[src/rtl/ufn_pkg.sv]
// Constants for the serial port with flow control, nine-bit addressing and driver enable.
// Assumes one 100 MHz system clock and a simple strobe register port.
package ufn_pkg;
  localparam int unsigned CLK_HZ = 100000000;
  localparam logic [11:0] CTL0_OFS = 12'hF42;
  localparam logic [11:0] CTL1_OFS = 12'hF43;
  localparam logic [11:0] TXD_OFS = 12'hF40;
  localparam logic [11:0] RXD_OFS = 12'hF44;
  localparam logic [11:0] STAT_OFS = 12'hF41;
  localparam logic [11:0] ADDR_OFS = 12'hF45;
  localparam logic [11:0] BAUD_OFS = 12'hF46;
  // Control 0 fields
  localparam int unsigned C0_TX_ON = 7;
  localparam int unsigned C0_RX_ON = 6;
  localparam int unsigned C0_FLOW = 5;
  localparam int unsigned C0_PAR_ON = 4;
  localparam int unsigned C0_PAR_ODD = 3;
  localparam int unsigned C0_STOP2 = 1;
  localparam int unsigned C0_LOOP = 0;
  // Control 1 fields
  localparam int unsigned C1_MPMD1 = 7;
  localparam int unsigned C1_NINE_BIT_MODE_ON = 6;
  localparam int unsigned C1_MPMD0 = 5;
  localparam int unsigned C1_NINTH_BIT_VALUE = 4;
  localparam int unsigned C1_DRIVE_SIGNAL_POLARITY = 3;
  // Status fields
  localparam int unsigned ST_RDA = 7;
  localparam int unsigned ST_PE = 6;
  localparam int unsigned ST_OE = 5;
  localparam int unsigned ST_FE = 4;
  localparam int unsigned ST_BRK = 3;
  localparam int unsigned ST_TDRE = 2;
  localparam int unsigned ST_TXE = 1;
  localparam int unsigned ST_FRAME_START_FLAG = 0;
  localparam logic [7:0] CTL_RST = 8'h00;
  localparam logic [15:0] BAUD_RST = 16'h0010;
  localparam logic [3:0] DE_LEAD_BITS = 4'h1;
  typedef enum logic [2:0] {
    UFN_TX_IDLE = 3'b000,
    UFN_TX_LEAD = 3'b001,
    UFN_TX_START = 3'b011,
    UFN_TX_DATA = 3'b010,
    UFN_TX_NINTH = 3'b110,
    UFN_TX_STOP = 3'b111,
    UFN_TX_TAIL = 3'b101
  } ufn_tx_state_t;
endpackage : ufn_pkg

[src/rtl/ufn_port.sv]
// Serial port core: registers, transmitter with flow gate and driver enable, receiver.
// Assumes strobe register port and cts_n/rxd synchronous to clk.
//
// Chosen here: the plain strobed port.
`timescale 1ns/1ps
// Behaviour
// [RULE1] Flow gate only when enable bit set
// [RULE2] Sample clear-to-send before each new character
// [RULE3] Remote deasserts clear-to-send before character start
// [RULE4] Character in flight always completes
// [RULE5] Ninth bit sits after data, before stop
// [RULE6] Nine-bit mode bit enables multiprocessor mode
// [RULE7] Ninth bit value sent in nine-bit mode
// [RULE8] Filter 00 all bytes, 01 addresses
// [RULE9] Filter 10 matching address plus data
// [RULE10] Filter 11 matched data only
// [RULE11] Frame start flag on first data
// [RULE12] Drive signal covers whole frame
// [RULE13] Drive signal asserts on transmit write
// [RULE14] Drive leads start by one-two bits
// [RULE15] Drive releases one clock after stop
// [RULE16] Drive held across back-to-back characters
// [RULE17] Polarity bit selects drive active level
// [RULE18] Stop-count bit selects one or two
// [RULE19] Loopback routes transmit into receiver
// [RULE20] Software avoids parity in nine-bit mode
// [RULE21] Receive request per error, break, data
// [RULE22] Control register resets zero, fully RW
// [RULE23] Drive inactive when nothing pending
module ufn_port
  import ufn_pkg::*;
(
  input wire logic clk,
  input wire logic reset,
  input wire logic [11:0] addr,
  input wire logic [7:0] wdata,
  input wire logic wr,
  input wire logic rd,
  output logic [7:0] rdata,
  input wire logic cts_n,
  input wire logic rxd,
  output logic txd,
  output logic transceiver_drive_signal,
  output logic rx_irq
);
  ////////////////////////////////////////////////////////////////////////////
  logic [7:0] ctl0_r;
  logic [7:0] ctl1_r;
  logic [7:0] addr_cmp_r;
  logic [15:0] baud_r;
  logic [7:0] tx_hold_r;
  logic tx_full_r;
  logic [7:0] rx_data_r;
  logic rda_r, pe_r, oe_r, fe_r, brk_r, frame_start_flag_r;
  logic [7:0] rdata_r;
  logic nine_bit_mode_on;
  logic [1:0] addr_filter_select;
  logic tx_wr;
  logic rx_rd;
  logic st_rd;
  assign nine_bit_mode_on = ctl1_r[C1_NINE_BIT_MODE_ON]; // [RULE6]
  assign addr_filter_select = {ctl1_r[C1_MPMD1], ctl1_r[C1_MPMD0]};
  assign tx_wr = wr && (addr == TXD_OFS);
  assign rx_rd = rd && (addr == RXD_OFS);
  assign st_rd = rd && (addr == STAT_OFS);

  ////////////////////////////////////////////////////////////////////////////
  always_ff @(posedge clk)
  begin
    if (reset)
    begin
      ctl0_r <= CTL_RST;
      ctl1_r <= CTL_RST; // [RULE22]
      addr_cmp_r <= CTL_RST;
      baud_r <= BAUD_RST;
    end
    else if (wr)
    begin
      if (addr == CTL0_OFS)
        ctl0_r <= wdata;
      if (addr == CTL1_OFS)
        ctl1_r <= wdata; // [RULE22]
      if (addr == ADDR_OFS)
        addr_cmp_r <= wdata;
      if (addr == BAUD_OFS)
        baud_r <= {8'h00, wdata};
    end
  end

  ////////////////////////////////////////////////////////////////////////////
  ufn_tx_state_t tx_st_r;
  logic [7:0] sh_r;
  logic [2:0] bit_r;
  logic ninth_r;
  logic stop2_r;
  logic par_r;
  logic tick;
  logic timer_run;
  logic cts_ok;
  logic take;
  logic de_act;
  logic tx_line_r;

  assign timer_run = (tx_st_r != UFN_TX_IDLE) && (tx_st_r != UFN_TX_TAIL);
  ufn_bit_timer u_timer (
    .clk(clk),
    .reset(reset),
    .run(timer_run),
    .divisor(baud_r),
    .tick(tick)
  );

  // Flow gate only applies with enable set; cts_n is sampled the clock before the lead, or before the start when back-to-back
  assign cts_ok = !ctl0_r[C0_FLOW] || !cts_n; // [RULE1] [RULE2]
  assign take = tx_full_r && ctl0_r[C0_TX_ON] && cts_ok;

  always_ff @(posedge clk)
  begin
    if (reset)
      tx_full_r <= 1'b0;
    else if (tx_wr)
      tx_full_r <= 1'b1;
    else if ((tx_st_r == UFN_TX_IDLE || tx_st_r == UFN_TX_TAIL) && take)
      tx_full_r <= 1'b0;
  end

  always_ff @(posedge clk)
  begin
    if (reset)
      tx_hold_r <= 8'h00;
    else if (tx_wr)
      tx_hold_r <= wdata;
  end

  always_ff @(posedge clk)
  begin
    if (reset)
    begin
      tx_st_r <= UFN_TX_IDLE;
      sh_r <= 8'h00;
      bit_r <= 3'h0;
      ninth_r <= 1'b0;
      stop2_r <= 1'b0;
      par_r <= 1'b0;
      tx_line_r <= 1'b1;
    end
    else
    begin
      case (tx_st_r)
        UFN_TX_IDLE, UFN_TX_TAIL:
        begin
          tx_line_r <= 1'b1;
          if (take)
          begin
            sh_r <= tx_hold_r;
            ninth_r <= ctl1_r[C1_NINTH_BIT_VALUE]; // [RULE7]
            par_r <= ^tx_hold_r ^ ctl0_r[C0_PAR_ODD];
            stop2_r <= ctl0_r[C0_STOP2]; // [RULE18]
            // Back-to-back skips the lead since the drive is already on
            tx_st_r <= (tx_st_r == UFN_TX_TAIL) ? UFN_TX_START : UFN_TX_LEAD; // [RULE16]
            tx_line_r <= (tx_st_r == UFN_TX_TAIL) ? 1'b0 : 1'b1;
          end
          else
            tx_st_r <= UFN_TX_IDLE;
        end
        UFN_TX_LEAD:
          if (tick)
          begin
            tx_st_r <= UFN_TX_START; // [RULE14]
            tx_line_r <= 1'b0;
          end
        UFN_TX_START:
          if (tick)
          begin
            tx_st_r <= UFN_TX_DATA;
            bit_r <= 3'h0;
            tx_line_r <= sh_r[0];
          end
        UFN_TX_DATA:
          if (tick)
          begin
            // Once shifting, cts_n is not looked at until the next start
            if (bit_r == 3'h7)
            begin
              if (nine_bit_mode_on || ctl0_r[C0_PAR_ON])
              begin
                tx_st_r <= UFN_TX_NINTH; // [RULE5] [RULE4]
                tx_line_r <= nine_bit_mode_on ? ninth_r : par_r;
              end
              else
              begin
                tx_st_r <= UFN_TX_STOP;
                tx_line_r <= 1'b1;
              end
            end
            else
            begin
              bit_r <= bit_r + 3'h1;
              tx_line_r <= sh_r[bit_r + 3'h1];
            end
          end
        UFN_TX_NINTH:
          if (tick)
          begin
            tx_st_r <= UFN_TX_STOP;
            tx_line_r <= 1'b1;
          end
        UFN_TX_STOP:
          if (tick)
          begin
            if (stop2_r)
              stop2_r <= 1'b0;
            else
              tx_st_r <= UFN_TX_TAIL; // [RULE15]
          end
        default:
          tx_st_r <= UFN_TX_IDLE;
      endcase
    end
  end

  // Drive is on from the transmit write through the tail clock after the last stop
  assign de_act = tx_full_r || (tx_st_r != UFN_TX_IDLE); // [RULE12] [RULE13] [RULE23]
  assign transceiver_drive_signal = de_act ^ ctl1_r[C1_DRIVE_SIGNAL_POLARITY]; // [RULE17]
  assign txd = ctl0_r[C0_LOOP] ? 1'b1 : tx_line_r;

  ////////////////////////////////////////////////////////////////////////////
  logic rx_in;
  logic rx_busy_r;
  logic [15:0] rx_cnt_r;
  logic [3:0] rx_bit_r;
  logic [8:0] rx_sh_r;
  logic char_done;
  logic [7:0] char_byte;
  logic char_ninth;
  logic accept;
  logic frame_start;
  logic rx_extra;
  logic [3:0] rx_last;
  assign rx_in = ctl0_r[C0_LOOP] ? tx_line_r : rxd; // [RULE19]
  assign rx_extra = nine_bit_mode_on || ctl0_r[C0_PAR_ON];
  assign rx_last = rx_extra ? 4'h9 : 4'h8;

  always_ff @(posedge clk)
  begin
    if (reset)
    begin
      rx_busy_r <= 1'b0;
      rx_cnt_r <= 16'h0000;
      rx_bit_r <= 4'h0;
      rx_sh_r <= 9'h000;
    end
    else if (!rx_busy_r)
    begin
      if (ctl0_r[C0_RX_ON] && !rx_in)
      begin
        rx_busy_r <= 1'b1;
        rx_cnt_r <= {1'b0, baud_r[15:1]};
        rx_bit_r <= 4'h0;
      end
    end
    else if (rx_cnt_r == 16'h0000)
    begin
      rx_cnt_r <= baud_r - 16'h0001;
      if (rx_bit_r == rx_last + 4'h1)
        rx_busy_r <= 1'b0;
      else
      begin
        rx_bit_r <= rx_bit_r + 4'h1;
        if (rx_bit_r != 4'h0)
          rx_sh_r <= {rx_in, rx_sh_r[8:1]};
      end
    end
    else
      rx_cnt_r <= rx_cnt_r - 16'h0001;
  end

  assign char_done = rx_busy_r && (rx_cnt_r == 16'h0000) && (rx_bit_r == rx_last + 4'h1);
  assign char_byte = rx_extra ? rx_sh_r[7:0] : rx_sh_r[8:1];
  assign char_ninth = rx_sh_r[8];

  ufn_rx_filter u_filter (
    .clk(clk),
    .reset(reset),
    .nine_bit_mode_on(nine_bit_mode_on),
    .addr_filter_select(addr_filter_select),
    .addr_cmp(addr_cmp_r),
    .char_done(char_done),
    .char_byte(char_byte),
    .char_ninth(char_ninth),
    .accept(accept),
    .frame_start(frame_start)
  );

  // Sticky receive status; a new event wins over the clearing read
  always_ff @(posedge clk)
  begin
    if (reset)
    begin
      rda_r <= 1'b0;
      pe_r <= 1'b0;
      oe_r <= 1'b0;
      fe_r <= 1'b0;
      brk_r <= 1'b0;
      frame_start_flag_r <= 1'b0;
      rx_data_r <= 8'h00;
    end
    else if (char_done && (accept || !rx_in || (!nine_bit_mode_on && ctl0_r[C0_PAR_ON]
             && (^rx_sh_r[8:0] != ctl0_r[C0_PAR_ODD]))))
    begin
      rda_r <= 1'b1; // [RULE21]
      rx_data_r <= char_byte;
      oe_r <= rda_r && !rx_rd;
      fe_r <= !rx_in;
      brk_r <= !rx_in && (rx_sh_r == 9'h000);
      pe_r <= !nine_bit_mode_on && ctl0_r[C0_PAR_ON]
              && (^rx_sh_r[8:0] != ctl0_r[C0_PAR_ODD]);
      frame_start_flag_r <= frame_start; // [RULE11]
    end
    else if (rx_rd)
    begin
      rda_r <= 1'b0;
      frame_start_flag_r <= 1'b0;
    end
    else if (st_rd)
    begin
      pe_r <= 1'b0;
      oe_r <= 1'b0;
      fe_r <= 1'b0;
      brk_r <= 1'b0;
    end
  end

  assign rx_irq = rda_r || pe_r || oe_r || fe_r || brk_r; // [RULE21]

  ////////////////////////////////////////////////////////////////////////////
  always_ff @(posedge clk)
  begin
    if (reset)
      rdata_r <= 8'h00;
    else if (rd)
    begin
      case (addr)
        CTL0_OFS: rdata_r <= ctl0_r;
        CTL1_OFS: rdata_r <= ctl1_r;
        ADDR_OFS: rdata_r <= addr_cmp_r;
        BAUD_OFS: rdata_r <= baud_r[7:0];
        RXD_OFS: rdata_r <= rx_data_r;
        STAT_OFS: rdata_r <= {rda_r, pe_r, oe_r, fe_r, brk_r, !tx_full_r,
                              !tx_full_r && tx_st_r == UFN_TX_IDLE, frame_start_flag_r};
        default: rdata_r <= 8'h00;
      endcase
    end
    else
      rdata_r <= 8'h00;
  end
  assign rdata = rdata_r;

  ////////////////////////////////////////////////////////////////////////////
  property p_drive_idle;
    @(posedge clk) disable iff (reset)
    (tx_st_r == UFN_TX_IDLE && !tx_full_r) |->
      transceiver_drive_signal == ctl1_r[C1_DRIVE_SIGNAL_POLARITY];
  endproperty
  a_drive_idle: assert property (p_drive_idle) else $error("drive not idle"); // [RULE23]
  property p_write_drives;
    @(posedge clk) disable iff (reset)
    tx_wr |=> (transceiver_drive_signal != ctl1_r[C1_DRIVE_SIGNAL_POLARITY]);
  endproperty
  a_write_drives: assert property (p_write_drives) else $error("no drive on write"); // [RULE13]
  property p_flow_hold;
    @(posedge clk) disable iff (reset)
    (tx_st_r == UFN_TX_IDLE && ctl0_r[C0_FLOW] && cts_n) |=> tx_st_r != UFN_TX_LEAD;
  endproperty
  a_flow_hold: assert property (p_flow_hold) else $error("start while held"); // [RULE2]
  property p_lead;
    @(posedge clk) disable iff (reset)
    (tx_st_r == UFN_TX_LEAD) |-> de_act && tx_line_r;
  endproperty
  a_lead: assert property (p_lead) else $error("lead without drive"); // [RULE14]
  property p_tail;
    @(posedge clk) disable iff (reset)
    (tx_st_r == UFN_TX_TAIL && !take) |=> tx_st_r == UFN_TX_IDLE;
  endproperty
  a_tail: assert property (p_tail) else $error("tail not one clock"); // [RULE15]
  property p_frame_drive;
    @(posedge clk) disable iff (reset)
    (tx_st_r == UFN_TX_START || tx_st_r == UFN_TX_STOP) |-> de_act && (tx_line_r == tx_st_r[2]);
  endproperty
  a_frame_drive: assert property (p_frame_drive) else $error("frame undriven"); // [RULE12]
  property p_ninth;
    @(posedge clk) disable iff (reset)
    (tx_st_r == UFN_TX_DATA && tick && bit_r == 3'h7 && nine_bit_mode_on) |=>
      tx_st_r == UFN_TX_NINTH && tx_line_r == ninth_r;
  endproperty
  a_ninth: assert property (p_ninth) else $error("ninth bit misplaced"); // [RULE5]
  property p_filter11;
    @(posedge clk) disable iff (reset)
    (char_done && nine_bit_mode_on && addr_filter_select == 2'b11 && char_ninth) |-> !accept;
  endproperty
  a_filter11: assert property (p_filter11) else $error("address accepted"); // [RULE10]
endmodule : ufn_port

[src/rtl/ufn_bit_timer.sv]
// Bit period timer: pulses tick at the end of every bit period while run is high.
// Assumes divisor is at least 1 and is held stable during a character.
`timescale 1ns/1ps
module ufn_bit_timer
  import ufn_pkg::*;
(
  input wire logic clk,
  input wire logic reset,
  input wire logic run,
  input wire logic [15:0] divisor,
  output logic tick
);
  logic [15:0] cnt_r;
  always_ff @(posedge clk)
  begin
    if (reset || !run)
      cnt_r <= 16'h0000;
    else if (cnt_r + 16'h0001 >= divisor)
      cnt_r <= 16'h0000;
    else
      cnt_r <= cnt_r + 16'h0001;
  end
  assign tick = run && (cnt_r + 16'h0001 >= divisor);
endmodule : ufn_bit_timer

[src/rtl/ufn_rx_filter.sv]
// Nine-bit address filter: decides whether a received character raises the receive request.
// Assumes a one-cycle char_done pulse carrying the byte and its ninth bit.
`timescale 1ns/1ps
module ufn_rx_filter
  import ufn_pkg::*;
(
  input wire logic clk,
  input wire logic reset,
  input wire logic nine_bit_mode_on,
  input wire logic [1:0] addr_filter_select,
  input wire logic [7:0] addr_cmp,
  input wire logic char_done,
  input wire logic [7:0] char_byte,
  input wire logic char_ninth,
  output logic accept,
  output logic frame_start
);
  logic matched_r;
  logic first_r;
  logic is_addr;
  logic hit;
  assign is_addr = char_ninth;
  assign hit = (char_byte == addr_cmp);
  always_ff @(posedge clk)
  begin
    if (reset)
    begin
      matched_r <= 1'b0;
      first_r <= 1'b0;
    end
    else if (char_done && nine_bit_mode_on)
    begin
      if (is_addr)
      begin
        matched_r <= hit;
        first_r <= hit;
      end
      else
        first_r <= 1'b0;
    end
  end
  always_comb
  begin
    accept = 1'b0;
    frame_start = 1'b0;
    if (char_done)
    begin
      if (!nine_bit_mode_on)
        accept = 1'b1;
      else
      begin
        case (addr_filter_select)
          2'b00: accept = 1'b1; // [RULE8]
          2'b01: accept = is_addr; // [RULE8]
          2'b10: accept = is_addr ? hit : matched_r; // [RULE9]
          default: accept = !is_addr && matched_r; // [RULE10]
        endcase
        frame_start = !is_addr && matched_r && first_r; // [RULE11]
      end
    end
  end
endmodule : ufn_rx_filter

[config.mk]
export PLATFORM = sky130hd
export DESIGN_NAME = ufn_port
export DESIGN_NICKNAME = d
export VERILOG_FILES = /design/src/rtl/ufn_pkg.sv /design/src/rtl/ufn_port.sv /design/src/rtl/ufn_bit_timer.sv /design/src/rtl/ufn_rx_filter.sv
export SDC_FILE = /design/constraint.sdc
export NUM_CORES = 1
export LEC_CHECK = 0
export ABC_CLOCK_PERIOD_IN_PS = 6100
export BUFFER_PORTS_ARGS = -buffer_cell sky130_fd_sc_hd__buf_2
export CAP_MARGIN = 20
export CORE_MARGIN = 2
export CORE_UTILIZATION = 65
export CTS_CLUSTER_DIAMETER = 40
export DETAILED_ROUTE_END_ITERATION = 7
export PLACE_DENSITY = 0.9
export SYNTH_ARGS = -nofsm -noshare
export SYNTH_HDL_FRONTEND = slang
export SYNTH_SLANG_ARGS = --single-unit
[constraint.sdc]
create_clock -name clk -period 6.1 [get_ports clk]
set_clock_uncertainty 0.2 [all_clocks]
set_input_delay 0.915 -clock clk [delete_from_list [all_inputs] [get_ports clk]]
set_output_delay 0.915 -clock clk [all_outputs]
set_load 0.02 [all_outputs]
==> results of run 1 <==
## cells by family (layout without fill, tap and decap cells)
logic type / count (synthesis) / after routing / share of synthesized area [%]
and+or+nand+nor: 319 / 319 / 23.7
xor gates and xnor gates: 43 / 43 / 5.60
adders and majority gates: 20 / 20 / 3.72
AOI/OAI and AO/OA: 167 / 167 / 15.1
buffers and inverters: 74 / 97 / 4.50
DFF: 129 / 129 / 38.4
other: 1 / 8 / 0.0558
muxes: 56 / 56 / 8.87
## registers in the layout, summed over array words and instances, names as in the netlist, 8 cells and up
name	count
rx_sh_r	9
rx_data_r	8
ctl0_r	8
rx_cnt_r	16
u_timer.cnt_r	16
sh_r	8
baud_r	8
tx_hold_r	8
addr_cmp_r	8
rdata	8
ctl1_r	8
## through the flow
stage / util (%) / setup WS (ns) / instances
2_1_floorplan: - / 3.17 / 816
3_3_place_gp: 67.9 / 2.58 / 942
3_5_place_dp: 67.9 / 2.41 / 942
4_1_cts: 74.2 / 2.33 / 973
5_1_grt: 74.5 / 2.27 / 975
6_report: 74.5 / 2.51 / 975
## worst min-delay path: stages (launching register included)
cell,delay [ns]
dfxtp_1,0.31
nand2_1,0.05
a21oi_1,0.05
## worst paths after layout
path              startpoint      endpoint  slack (ns)  cells after the start
setup / recovery   ctl1_r[6]  rx_data_r[0]        2.51                      7
hold / removal     ctl1_r[1]     ctl1_r[1]        0.26                      2
setup reg to reg   ctl1_r[6]  rx_data_r[0]        2.51                      7
hold reg to reg    ctl1_r[1]     ctl1_r[1]        0.26                      2
## layout make-up
class	count	area, um2	area share, %
Timing Repair Buffer	39	225	2.97
Sequential cell	129	2580	34.0
Clock buffer	21	459	6.05
Inverter	27	101	1.34
Multi-Input combinational cell	613	3870	51.0
Tap cell	136	170	2.24
Clock inverter	10	181	2.39
## metal layers
layer	track usage, %	part of all wire (%)	vias up	wire length, um
met5	0	0	-	0
met4	14.2	2.9	0	503
met3	10.3	8.8	63	1500
met2	51.8	49	274	8340
met1	36.8	39	2875	6720
li1	-	-	2898	-
## placed cells by master (no fill, tap or decap), drive strengths merged, types with 5 or more instances in the layout
master	synthesis	final
dfxtp	129	129
nor2	82	82
nand2	77	77
a21oi	76	76
nand3	57	57
mux2i	45	45
buf	8	39
xnor2	30	30
inv	27	27
o21ai	26	26
nor3	24	24
clkbuf	39	21
a22oi	20	20
ha	20	20
nor2b	20	20
xor2	13	13
nand2b	12	12
a211oi	10	10
mux2	9	9
nand4	8	8
nor4	8	8
a31oi	8	8
conb	1	8
bufinv	0	5
or4	5	5
## power by group through the flow
stage	combinational, mW	clock [mW]	sequential, mW
after global routing	0.0693	1.14	0.855
after global placement	0.0586	0	0.872
after CTS	0.0606	1.11	0.855
after detailed placement	0.0602	0	0.873
after floorplan	0.0421	0	0.868
final	0.0645	1.10	0.855
==> results.sh, run 1 <==
export IMPL_portBuffers=36
export IMPL_nFillCells=713
export IMPL_dr_pass1_iters=5
export IMPL_cts_buffer_depth=2
export IMPL_holdBufCountCts=0
export IMPL_period_share_pct=58.9
export IMPL_cp_required_ns=6.34
export IMPL_core_mm2=0.0102
export IMPL_yosysWarnings=0
export IMPL_cts_sink_count=129
export IMPL_vias_per_cell=6.27
export IMPL_fin_setup_tns_ns=0
export IMPL_synth_top_area_share_pct=38.4
export IMPL_grt_max_degree=120
export IMPL_drive_above_1_share_pct=11.9
export IMPL_ys_types=66
export IMPL_cts_root_buffer="clkbuf_8"
export IMPL_synth_edff_count=0
export IMPL_syn_area_mm2=0.00673
export IMPL_drt_iter0_drc=533
export IMPL_worstPathMaxFanout=14
export IMPL_globalplace_congestion=0.942
export IMPL_worst_slew_pin_slew_ns=0.989
export IMPL_ant_nets=0
export IMPL_num_vias=6110
export IMPL_yosys_area_top_type="dfxtp_1"
export IMPL_path_buf_inv=0
export IMPL_postLayoutCellArea_mm2=0.00759
export IMPL_ys_seq_area_share_pct=38.4
export IMPL_postSynthCellCount=809
export IMPL_whs_ns=0.260
export IMPL_hold_path_class="reg2reg"
export IMPL_setup_violations=0
export IMPL_htreeDepth=4
export IMPL_ys_ff_latch=129
export IMPL_p_int_mw=1.60
export IMPL_fin_nets=873
export IMPL_total_power_mw=2.02
export IMPL_synth_area_leaders="dfxtp_1 (38%), mux2i_1 (6.7%), a21oi_1 (5.7%)"
export IMPL_crit_slowest_cell="nor2_1"
export IMPL_seq_power_share_pct=42.3
export IMPL_pwr_share_clk_pct=54.6
export IMPL_async_flop_share_pct=0
export IMPL_crit_arrival_ns=3.83
export IMPL_switchingPower_uw=420
export IMPL_synthTopCellsByCount="dfxtp_1 (129), nor2_1 (79), a21oi_1 (76), nand2_1 (76), nand3_1 (56)"
export IMPL_diodes=0
export IMPL_track_usage_pct=31.3
export IMPL_clk_latency_ns=0.55
export IMPL_drt_total_wl_um=17100
export IMPL_place_area_mm2=0.00692
export IMPL_fin_crit_ns=3.59
export IMPL_design_die_area_mm2=0.0112
export IMPL_antenna_found_initial=0
export IMPL_hpwl_um=11700
export IMPL_crit_type="reg2reg"
export IMPL_cts_setup_buffers=0
export IMPL_max_stage_delay_ns=0.82
export IMPL_routedWlPerCell_um=17.5
export IMPL_power_density_mw_per_mm2=267
export IMPL_p_leak_nw=2.81
export IMPL_syn_to_final_growth_pct=12.9
export IMPL_start_util_pct=66.0
export IMPL_status="completed"
export IMPL_boundaryPins=37
export IMPL_timing_fmax_mhz=278
export IMPL_p_sw_share_pct=20.7
export IMPL_post_synth_top_count_cell="dfxtp_1"
export IMPL_cts_resized=0
export IMPL_synthFlopType="dfxtp_1"
export IMPL_ir_worst_vdd_mv=0.244
export IMPL_worstPathCellList="nor2_1 > mux2i_1 > xor2_1 > nand4_1 > nor4_1 > a22o_1 > mux2_2"
export IMPL_syn_mean_instance_area_um2=8.31
export IMPL_clk_pin_slew_ns=0.06
export IMPL_cts_buffers=17
export IMPL_crit_family="simple AND/OR/NAND/NOR gates"
export IMPL_end_kind="register"
export IMPL_rsz0062_at_grt="no"
export IMPL_drv_slew=0
export IMPL_cap_violations=0
export IMPL_num_rows=37
export IMPL_die_y_um=106
export IMPL_hold_violations=0
export IMPL_route_detailed_drc=0
export IMPL_grt_overflow_total=0
export IMPL_grt_pass1_vias=5720
export IMPL_pwr_share_comb_pct=3.2
export IMPL_die_w_um=106
export IMPL_grt_pass1_wl_um=27700
export IMPL_cp_start_kind="register"
export IMPL_cts_tree="done"
export IMPL_maxSlewHeadroom_pct=33.8
No activity file was read; power rests on OpenSTA's default activity.
==> run 2: changes to the inputs <==
--- a/config.mk
+++ b/config.mk
@@ -5,14 +5,14 @@
 export SDC_FILE = /design/constraint.sdc
 export NUM_CORES = 1
 export LEC_CHECK = 0
-export ABC_CLOCK_PERIOD_IN_PS = 6100
+export ABC_CLOCK_PERIOD_IN_PS = 3600
 export BUFFER_PORTS_ARGS = -buffer_cell sky130_fd_sc_hd__buf_2
 export CAP_MARGIN = 20
 export CORE_MARGIN = 2
-export CORE_UTILIZATION = 65
+export CORE_UTILIZATION = 61
 export CTS_CLUSTER_DIAMETER = 40
 export DETAILED_ROUTE_END_ITERATION = 7
-export PLACE_DENSITY = 0.9
+export PLACE_DENSITY = 0.86
 export SYNTH_ARGS = -nofsm -noshare
 export SYNTH_HDL_FRONTEND = slang
 export SYNTH_SLANG_ARGS = --single-unit
==> constraint.sdc (replaced) <==
create_clock -name clk -period 3.6 [get_ports clk]
set_clock_uncertainty 0.2 [all_clocks]
set_input_delay 0.54 -clock clk [delete_from_list [all_inputs] [get_ports clk]]
set_output_delay 0.54 -clock clk [all_outputs]
set_load 0.02 [all_outputs]
==> run 2 against run 1 <==
Net effect:
- clock power is 57% higher
- sequential share of layout area about the same
- worst setup slack lost 2.2 ns
- cell area about the same
- critical path type unchanged
- largest cell class unchanged
- largest power group unchanged
==> results.sh, run 2 (synthesized netlist as in run 1, its figures left out) <==
export IMPL_cp_start_kind="register"
export IMPL_nFillCells=810
export IMPL_status="completed"
export IMPL_period_share_pct=91.3
export IMPL_cts_sink_count=129
export IMPL_syn_to_final_growth_pct=12.8
export IMPL_fin_nets=880
export IMPL_num_vias=6092
export IMPL_cts_root_buffer="clkbuf_8"
export IMPL_fin_setup_tns_ns=0
export IMPL_diodes=0
export IMPL_power_density_mw_per_mm2=433
export IMPL_final_cell_mix="dfxtp_1 (129), nor2_1 (79), nand2_1 (76), a21oi_1 (76), nand3_1 (56)"
export IMPL_hold_path_class="in2reg"
export IMPL_htreeDepth=4
export IMPL_multiInputGateArea_mm2=0.00388
export IMPL_ant_nets=0
export IMPL_end_kind="register"
export IMPL_die_y_um=109
export IMPL_num_rows=38
export IMPL_final_common_cell="dfxtp_1"
export IMPL_start_util_pct=62.3
export IMPL_vias_per_cell=6.17
export IMPL_routedWlPerCell_um=17.3
export IMPL_setup_violations=0
export IMPL_clk_pin_slew_ns=0.06
export IMPL_track_usage_pct=30.5
export IMPL_crit_arrival_ns=3.57
export IMPL_fin_crit_ns=3.29
export IMPL_route_detailed_drc=0
export IMPL_drt_iter0_drc=581
export IMPL_cts_buffers=17
export IMPL_cts_resized=0
export IMPL_die_w_um=109
export IMPL_drt_total_wl_um=17100
export IMPL_cts_tree="done"
export IMPL_boundaryPins=37
export IMPL_worstPathCellList="and4_1 > nand2_1 > xnor2_1 > ha_1 > a211oi_1 > o21ai_0 > o211ai_1 > o2111ai_1 > or2_1 > or3_4 > nor2b_2"
export IMPL_crit_type="reg2reg"
export IMPL_cts_setup_buffers=0
export IMPL_timing_fmax_mhz=304
export IMPL_globalplace_congestion=0.909
export IMPL_cts_buffer_depth=2
export IMPL_grt_max_degree=90
export IMPL_holdBufCountCts=0
export IMPL_worst_slew_pin_slew_ns=0.884
export IMPL_drive_above_1_share_pct=12.8
export IMPL_portBuffers=36
export IMPL_drv_slew=0
export IMPL_max_stage_delay_ns=0.48
export IMPL_antenna_found_initial=0
export IMPL_grt_pass1_vias=5884
export IMPL_grt_overflow_total=0
export IMPL_startpoint="u_timer.cnt_r[2]"
export IMPL_top_regs="rx_cnt_r x16, u_timer.cnt_r x16, rx_sh_r x9"
export IMPL_core_mm2=0.0108
export IMPL_crit_slowest_cell="or3_4"
export IMPL_p_leak_nw=2.81
export IMPL_grt_pass1_wl_um=28000
export IMPL_ir_worst_vdd_mv=0.394
export IMPL_regArea_mm2=0.00258
export IMPL_dr_pass1_iters=5
export IMPL_rsz0062_at_grt="no"
export IMPL_min_from="wdata[6]"
export IMPL_crit_family="simple AND/OR/NAND/NOR gates"
export IMPL_worstPathMaxFanout=8
export IMPL_cap_violations=0
export IMPL_design_die_area_mm2=0.0119
export IMPL_path_buf_inv=0
export IMPL_whs_ns=0.102
export IMPL_clk_latency_ns=0.56
export IMPL_r2r_start="u_timer.cnt_r[2]"
export IMPL_hpwl_um=11600
export IMPL_cp_required_ns=3.88
export IMPL_maxSlewHeadroom_pct=41.1
export IMPL_hold_violations=0
run 2: worst reg2reg max path, cell delays in order (launching register included):
cell and delay (ns):
dfxtp_1 0.43, and4_1 0.30, nand2_1 0.09, xnor2_1 0.22
ha_1 0.29, a211oi_1 0.22, o21ai_0 0.11, o211ai_1 0.12
o2111ai_1 0.23, or2_1 0.37, or3_4 0.48, nor2b_2 0.15
run 2: area by class of cell:
cell class / instances / area share, %
Clock buffer: 20 / 5.74
Clock inverter: 12 / 2.06
Inverter: 27 / 1.34
Multi-Input combinational cell: 613 / 51.1
Sequential cell: 129 / 34.0
Tap cell: 140 / 2.31
Timing Repair Buffer: 46 / 3.40
run 2: path summary, 6_finish.rpt:
check,endpoint,slack [ns],cells after the start
setup / recovery,u_timer.cnt_r[3],0.31,11
hold / removal,addr_cmp_r[6],0.10,3
setup reg to reg,u_timer.cnt_r[3],0.31,11
hold reg to reg,ctl1_r[2],0.26,2
run 2: metal layers:
metal	share of wire, %	wire length (um)	GRT usage, %	vias up
met4	4.0	682	14.1	0
met1	41	7040	36.8	2820
met2	48	8130	50.3	287
li1	-	-	-	2917
met3	7.0	1200	8.37	68
met5	0	0	0	-
run 2: metrics by stage:
step	utilization, %	cells	setup WS [ns]	area, um2	total power, mW
2_1_floorplan	-	816	0.672	6750	1.54
3_3_place_gp	64.7	955	0.425	6990	1.58
3_5_place_dp	64.7	955	0.245	6990	1.58
4_1_cts	70.2	987	0.168	7580	3.28
5_1_grt	70.3	987	0.114	7580	3.37
6_report	70.3	987	0.312	7580	3.28
run 2: power breakdown:
group	switching (mW)	total [mW]	internal [mW]	leakage, nW
clock	0.654	1.73	1.08	0.290
sequential	0.0116	1.45	1.44	1.04
combinational	0.0718	0.107	0.0353	1.48
